==> src/common/aacr_pkg.sv <==
package aacr_pkg;
	// Register offsets on the control port.
	localparam logic [7:0] ANALOG_LOOP_CONTROL_OFS  = 8'h53;
	localparam logic [7:0] ANALOG_GAIN_OFS          = 8'h54;
	localparam logic [7:0] BIQUAD_WRITE_CONTROL_OFS = 8'h5c;

	// Reset values.
	localparam logic [7:0] ANALOG_LOOP_CONTROL_RST  = 8'h00;
	localparam logic [7:0] ANALOG_GAIN_RST          = 8'h00;
	localparam logic [7:0] BIQUAD_WRITE_CONTROL_RST = 8'h00;
	localparam logic [7:0] UNMAPPED_READ_VALUE      = 8'h00;

	// Field positions.
	localparam int FAST_HIZ_BIT          = 7;
	localparam int LOOP_BW_MSB           = 6;
	localparam int LOOP_BW_LSB           = 5;
	localparam int PHASE_BIT             = 0;
	localparam int GAIN_MSB              = 4;
	localparam int GAIN_LSB              = 0;
	localparam int FIRST_COEF_BIT        = 0;

	// Loop bandwidth codes.
	typedef enum logic [1:0] {
		AACR_BW_80K  = 2'h0,
		AACR_BW_100K = 2'h1,
		AACR_BW_120K = 2'h2,
		AACR_BW_175K = 2'h3
	} aacr_loop_bw_t;

	// One access on the control port.
	typedef struct packed {
		logic       wrEn;
		logic       rdEn;
		logic [7:0] addr;
		logic [7:0] wrData;
	} aacr_req_t;

	// Settings presented to the analog side.
	typedef struct packed {
		logic          fastHizEnable;
		aacr_loop_bw_t loopBandwidth;
		logic          phaseInPhase;
		logic [4:0]    analogGainLevel;
		logic          firstCoefficientMarker;
	} aacr_ctrl_t;
endpackage

==> src/rtl/amp_analog_control_regs.sv <==
`timescale 1ns/10ps
// Function
// - Bits 6 to 5 of the analog loop control register pick the loop bandwidth of 80, 100, 120 or 175 kHz, reset 00.
// - Bit 0 of the analog loop control register drives left and right PWM in phase when 1, out of phase when 0.
// - Bits 4 to 0 of the analog gain register attenuate in 0.5 dB steps from 0 dB down to -15.5 dB, reset 00000.
// - The host sets bit 0 of the biquad write control register before a biquad's coefficients, and the device aligns on it.
// - The listed reserved fields of all three registers reset to zero.
// - Bit 7 of the analog loop control register enables fast high impedance on clock halt, reset 0.
module amp_analog_control_regs (
	input  wire logic              sys_clk,
	input  wire logic              rst_b,
	input  wire aacr_pkg::aacr_req_t req,
	output logic [7:0]             rdData,
	output logic                   rdValid,
	output aacr_pkg::aacr_ctrl_t   ctrl,
	output logic                   coefAlignPulse
);
	logic [7:0]           loopCtrl_q;
	logic [7:0]           loopCtrl_d;
	logic [7:0]           gain_q;
	logic [7:0]           gain_d;
	logic [7:0]           bqCtrl_q;
	logic [7:0]           bqCtrl_d;
	logic [7:0]           rdData_d;
	logic                 rdValid_d;
	logic                 align_d;
	aacr_pkg::aacr_ctrl_t ctrl_d;

	// One address match serves both the write and the read decode, so the two can never disagree.
	function automatic logic hit(input aacr_pkg::aacr_req_t r, input logic [7:0] ofs);
		hit = r.addr == ofs;
	endfunction

	always_comb begin
		loopCtrl_d = loopCtrl_q;
		gain_d     = gain_q;
		bqCtrl_d   = bqCtrl_q;
		align_d    = 1'h0;
		if (req.wrEn) begin
			// Reserved bits are stored as written so that readback matches.
			if (hit(req, aacr_pkg::ANALOG_LOOP_CONTROL_OFS)) begin
				loopCtrl_d = req.wrData;
			end
			if (hit(req, aacr_pkg::ANALOG_GAIN_OFS)) begin
				gain_d = req.wrData;
			end
			// The pulse marks each sequence start; the stored marker stays until the host clears it.
			if (hit(req, aacr_pkg::BIQUAD_WRITE_CONTROL_OFS)) begin
				bqCtrl_d = req.wrData;
				align_d  = req.wrData[aacr_pkg::FIRST_COEF_BIT];
			end
		end
	end

	// Reads see the stored value, so a read and a write in one cycle return the old contents.
	always_comb begin
		rdValid_d = req.rdEn;
		rdData_d  = aacr_pkg::UNMAPPED_READ_VALUE;
		if (req.rdEn) begin
			if (hit(req, aacr_pkg::ANALOG_LOOP_CONTROL_OFS)) begin
				rdData_d = loopCtrl_q;
			end else if (hit(req, aacr_pkg::ANALOG_GAIN_OFS)) begin
				rdData_d = gain_q;
			end else if (hit(req, aacr_pkg::BIQUAD_WRITE_CONTROL_OFS)) begin
				rdData_d = bqCtrl_q;
			end
		end
	end

	// Only the documented fields reach the analog side; reserved bits never steer anything.
	always_comb begin
		ctrl_d.fastHizEnable          = loopCtrl_d[aacr_pkg::FAST_HIZ_BIT];
		ctrl_d.loopBandwidth          = aacr_pkg::aacr_loop_bw_t'(
			loopCtrl_d[aacr_pkg::LOOP_BW_MSB:aacr_pkg::LOOP_BW_LSB]);
		ctrl_d.phaseInPhase           = loopCtrl_d[aacr_pkg::PHASE_BIT];
		ctrl_d.analogGainLevel        = gain_d[aacr_pkg::GAIN_MSB:aacr_pkg::GAIN_LSB];
		ctrl_d.firstCoefficientMarker = bqCtrl_d[aacr_pkg::FIRST_COEF_BIT];
	end

	// Stored contents; reserved bits are kept so that readback returns them.
	always_ff @(posedge sys_clk or negedge rst_b) begin
		if (!rst_b) begin
			loopCtrl_q <= aacr_pkg::ANALOG_LOOP_CONTROL_RST;
			gain_q     <= aacr_pkg::ANALOG_GAIN_RST;
			bqCtrl_q   <= aacr_pkg::BIQUAD_WRITE_CONTROL_RST;
		end else begin
			loopCtrl_q <= loopCtrl_d;
			gain_q     <= gain_d;
			bqCtrl_q   <= bqCtrl_d;
		end
	end

	// The read answer stands for exactly one cycle after each read strobe.
	always_ff @(posedge sys_clk or negedge rst_b) begin
		if (!rst_b) begin
			rdData  <= aacr_pkg::UNMAPPED_READ_VALUE;
			rdValid <= 1'h0;
		end else begin
			rdData  <= rdData_d;
			rdValid <= rdValid_d;
		end
	end

	// Settings are taken from the next register values, so they follow a write by one edge.
	always_ff @(posedge sys_clk or negedge rst_b) begin
		if (!rst_b) begin
			ctrl           <= '0;
			coefAlignPulse <= 1'h0;
		end else begin
			ctrl           <= ctrl_d;
			coefAlignPulse <= align_d;
		end
	end
endmodule // amp_analog_control_regs

==> config.mk <==
export PLATFORM = sky130hd
export DESIGN_NAME = amp_analog_control_regs
export DESIGN_NICKNAME = d
export VERILOG_FILES = /design/src/common/aacr_pkg.sv /design/src/rtl/amp_analog_control_regs.sv
export SDC_FILE = /design/constraint.sdc
export NUM_CORES = 1
export LEC_CHECK = 0
export BUFFER_PORTS_ARGS = -buffer_cell sky130_fd_sc_hd__buf_4
export CORE_MARGIN = 5
export CORE_UTILIZATION = 55
export CTS_CLUSTER_DIAMETER = 80
export DETAILED_ROUTE_END_ITERATION = 7
export PLACE_DENSITY = 0.83
export SYNTH_ARGS = -nofsm -noshare
export SYNTH_HDL_FRONTEND = slang
export SYNTH_SLANG_ARGS = --single-unit
==> constraint.sdc <==
create_clock -name sys_clk -period 2 [get_ports sys_clk]
set_input_delay 0.1 -clock sys_clk [delete_from_list [all_inputs] [get_ports sys_clk]]
set_output_delay 0.1 -clock sys_clk [all_outputs]
set_load 0.02 [all_outputs]
* After elaboration in Yosys (flattened, before gate mapping)
Index checks and enable logic that the tools add are counted. Widths: inputs -> output; s select.
Storage, ports and cells: output and inout bits 20, flip-flop bits (word level) 38
Cells by class: mux-type cells 8, equality and inequality tests 3, reductions and logical operators 3
Operators by type and width (count):
- $mux 8 | 6
- $eq 8x7->1 const B | 3
- $reduce_and 2->1 | 3
- $mux 1 | 2

* Depth between registers and ports, before layout
word-level depth 5, depth in mapped cells 4, depth with buffers taken out 3

* Worst setup path before layout
No wires, ideal clock.
path type input -> register, start point input req[15] in the netlist's numbering, end point register gain_q[0], arrival 997 ps, path slack 875 ps, setup time 128 ps, buffers on the path 1, stages 4, path through and4bb_2 > buf_4 > nand4b_4 > mux2_1
Between the ends: longest elaborated chain between the ends 2
RTL lines:
- start: declaration | line amp_analog_control_regs.sv:12 | input wire aacr_pkg::aacr_req_t req,
- $eq 8x7->1 | line amp_analog_control_regs.sv:31 | hit = r.addr == ofs;
- $reduce_and 2->1 (no source line)
- end signal: assignment | line amp_analog_control_regs.sv:84 | gain_q <= aacr_pkg::ANALOG_GAIN_RST;
- end signal: assignment | line amp_analog_control_regs.sv:88 | gain_q <= gain_d;
- end: declaration | line amp_analog_control_regs.sv:20 | logic [7:0] gain_q;
No other way between the ends. A chain may end at the register's enable or synchronous reset.

* Worst setup path in the final report
start point input req[9] in the netlist's numbering, end point register gain_q[0]
The elaborated chain is that of the path after synthesis.

==> run summary <==
Pre-CTS setup slack: 524 ps
Critical path's largest stage delay: 440 ps
Setup_tns: 0 ps
Switching power share of the total: 0.224
Commonest cells post-synth: dfrtp_1 (34), mux2_2 (31), buf_4 (12)
Power, Total: 1.39 mW
Mux contribution to synthesized area: 0.235
Final non-filler cell total: 178
Mapped Cells: 106
Slew @ Worst Pin: 474 ps
Required @ worst endpoint: 2210 ps
Combinational power share: 0.106
Ys Warns: 0
Clock Skew: 17.5 ps
Rows: 19
Critical Path, Cell by Cell: buf_4 -> nor3b_4 -> nand4b_4 -> mux2_1
Vias in the first global route: 1091
Number of CTS-inserted buffers: 5
Syn Area/Cell: 14.4 µm²
EDFF count, synth: 0
Largest cells by area after synthesis: dfrtp_1 (56%), mux2_2 (23%), buf_4 (5.9%)
Nets: 167
CTS sink count: 34
Die span in x: 62.7 µm
Share of cells above drive strength 1: 0.571
Fin crit share: 0.556
Pin count of the biggest net entering global routing: 35
Synth Area in Compound Gates: 0.0392
Detailed Route WL: 3.15 mm
Mapped Area: 1530 µm²
Area Overhead vs Synth: 25.8%
Drt initial violations: 42
Register bit total from synthesis: 34
Unique masters post-synth: 15
Vias: 986
CP delay by family, top: simple AND/OR/NAND/NOR gates
Post-synthesis sequential area ratio: 0.556
Sw Pwr: 0.312 mW
Port Buf Inserts: 39
Crit end category: flop
ANT cells: 0
Final setup viols: 0
Via/cell ratio: 5.54
Syn nets: 126
Min-delay worst type: in2reg
Adder-cell share of the synthesized area: 0
Pre-antenna DRT Iters: 4
Crit Path Max Fanout: 8
DRC Markers: 0
Post-synth ARST share: 1.00
CTS tree: built
Cell-internal power: 1.08 mW
Routability cong.: 0.757
Fin area: 1920 µm²
Peak VDD IR: 0.000734 V
Max-Cap Viols: 0
Post-synth top area cell: dfrtp_1
Final WS setup: 889 ps
Pwr Density: 724 nW/µm²
Final ANT Viol Nets: 0
Synth Area in Simple Gates: 0.0998
Status: finished, final reports clean
Global-route wire length before repair: 5.48 mm
Slowest cell on crit path: nor3b_4
Main combinational cell family by area after synthesis: multiplexers
Clock buffer depth: 2
Final hold vios: 0
Fmax: 900 MHz
Leak Pwr: 0.984 nW
Final hold slack: 15.0 ps
Die height: 62.7 µm
Number of buffers added for setup after CTS: 0
CP arrival: 1330 ps
Initial antenna violation count: 0
Initial Utilization: 0.565
Ports: 40
Sequential Power Share: 0.521
Clk root buf: clkbuf_4
RSZ-0062 raised after global routing: false
Dpl cell area: 1760 µm²
Most frequent cell after synthesis: dfrtp_1
Average wire per standard cell: 17.7 µm
Critical path class: in2reg
Die ar.: 3940 µm²
Xor and xnor area share after synthesis: 0
Top cell type's share of synthesized area: 0.556
Worst-skew pair later-pin latency: 340 ps
Slew HR: 0.684
Most used DFF post-synth: dfrtp_1
Crit start category: input port
Clk slew on worst S/H paths: 100 ps
WP buf/inv: 1
Htree depth: 2
Final Slew Violations: 0
Util after Layout: 0.710
CORE AREA: 2710 µm²
Clock share of power: 0.373
Placed insts: 163
Post-layout min period: 1110 ps
Hpwl dp: 2.19 mm
Remaining Overflow, GRT: 0
Total GRT Usage: 0.180
[flip-flops by register name (all words and copies together), names as in the netlist]
name	flops
coefAlignPulse	1
rdData	8
rdValid	1
loopCtrl_q	7
ctrl	1
bqCtrl_q	8
gain_q	8
[what timing repair did]
| action | in CTS | in global routing |
|---|---|---|
| hold buffers | 7 | 1 |
| endpoints found under the setup margin | 0 | 0 |
| endpoints found under the hold margin | 47 | 1 |
| resized for setup | 0 | 0 |
[path summary, 6_finish.rpt]
kind                                  start       endpoint  slack [ps]  cells past startpoint
max in group asynchronous             rst_b      rdData[0]        1460                      2
worst min-delay path                 req[1]  loopCtrl_q[1]          20                      2
worst max register to register    gain_q[3]      rdData[3]         950                      3
worst min register to register  bqCtrl_q[5]    bqCtrl_q[5]         510                      1
worst max-delay path                 req[9]      gain_q[0]         890                      4
min in group asynchronous             rst_b  loopCtrl_q[0]         230                      2
[metal layers]
layer	track usage	up-vias	wire length, µm	share of wire
met2	0.281	39	1550	0.49
met1	0.208	490	1300	0.41
li1	-	451	-	-
met5	0	-	0	0
met3	0.0791	6	240	0.076
met4	0.0955	0	59	0.019
[power by group through the flow]
stage               logic [mW]  registers, mW  clock network, mW
global route             0.162          0.729              0.565
CTS                      0.149          0.726              0.531
global placement         0.132          0.738                  0
detailed placement       0.137          0.740                  0
floorplan               0.0767          0.736                  0
finish                   0.148          0.726              0.519
[area by class of cell]
class	count	area, µm²
clock inverter	1	30.0
multi-input combinational	58	573
tap	31	38.8
fill	189	786
clock buffer	6	51.3
sequential	34	851
timing repair buffer	48	380
[kinds of logic (layout without fill, tap and decap cells)]
kind of cell,Yosys count,after routing
buffers and inverters,14,55
DFF,34,34
muxes,32,32
and+or+nand+nor,18,18
AOI/OAI and AO/OA,8,8
[layout by cell type (no fill, tap or decap), drive strengths merged]
cell type / Yosys / layout
bufinv: 0 / 1
clkbuf: 0 / 6
dfrtp: 34 / 34
nor2: 9 / 9
nor3b: 1 / 1
a22oi: 8 / 8
and4bb: 2 / 2
buf: 14 / 40
dlygate4sd3: 0 / 8
nand3: 2 / 2
nand2: 2 / 2
mux2: 32 / 32
nand4b: 1 / 1
nand4: 1 / 1
Note: power is estimated with default switching activity, not from simulation.
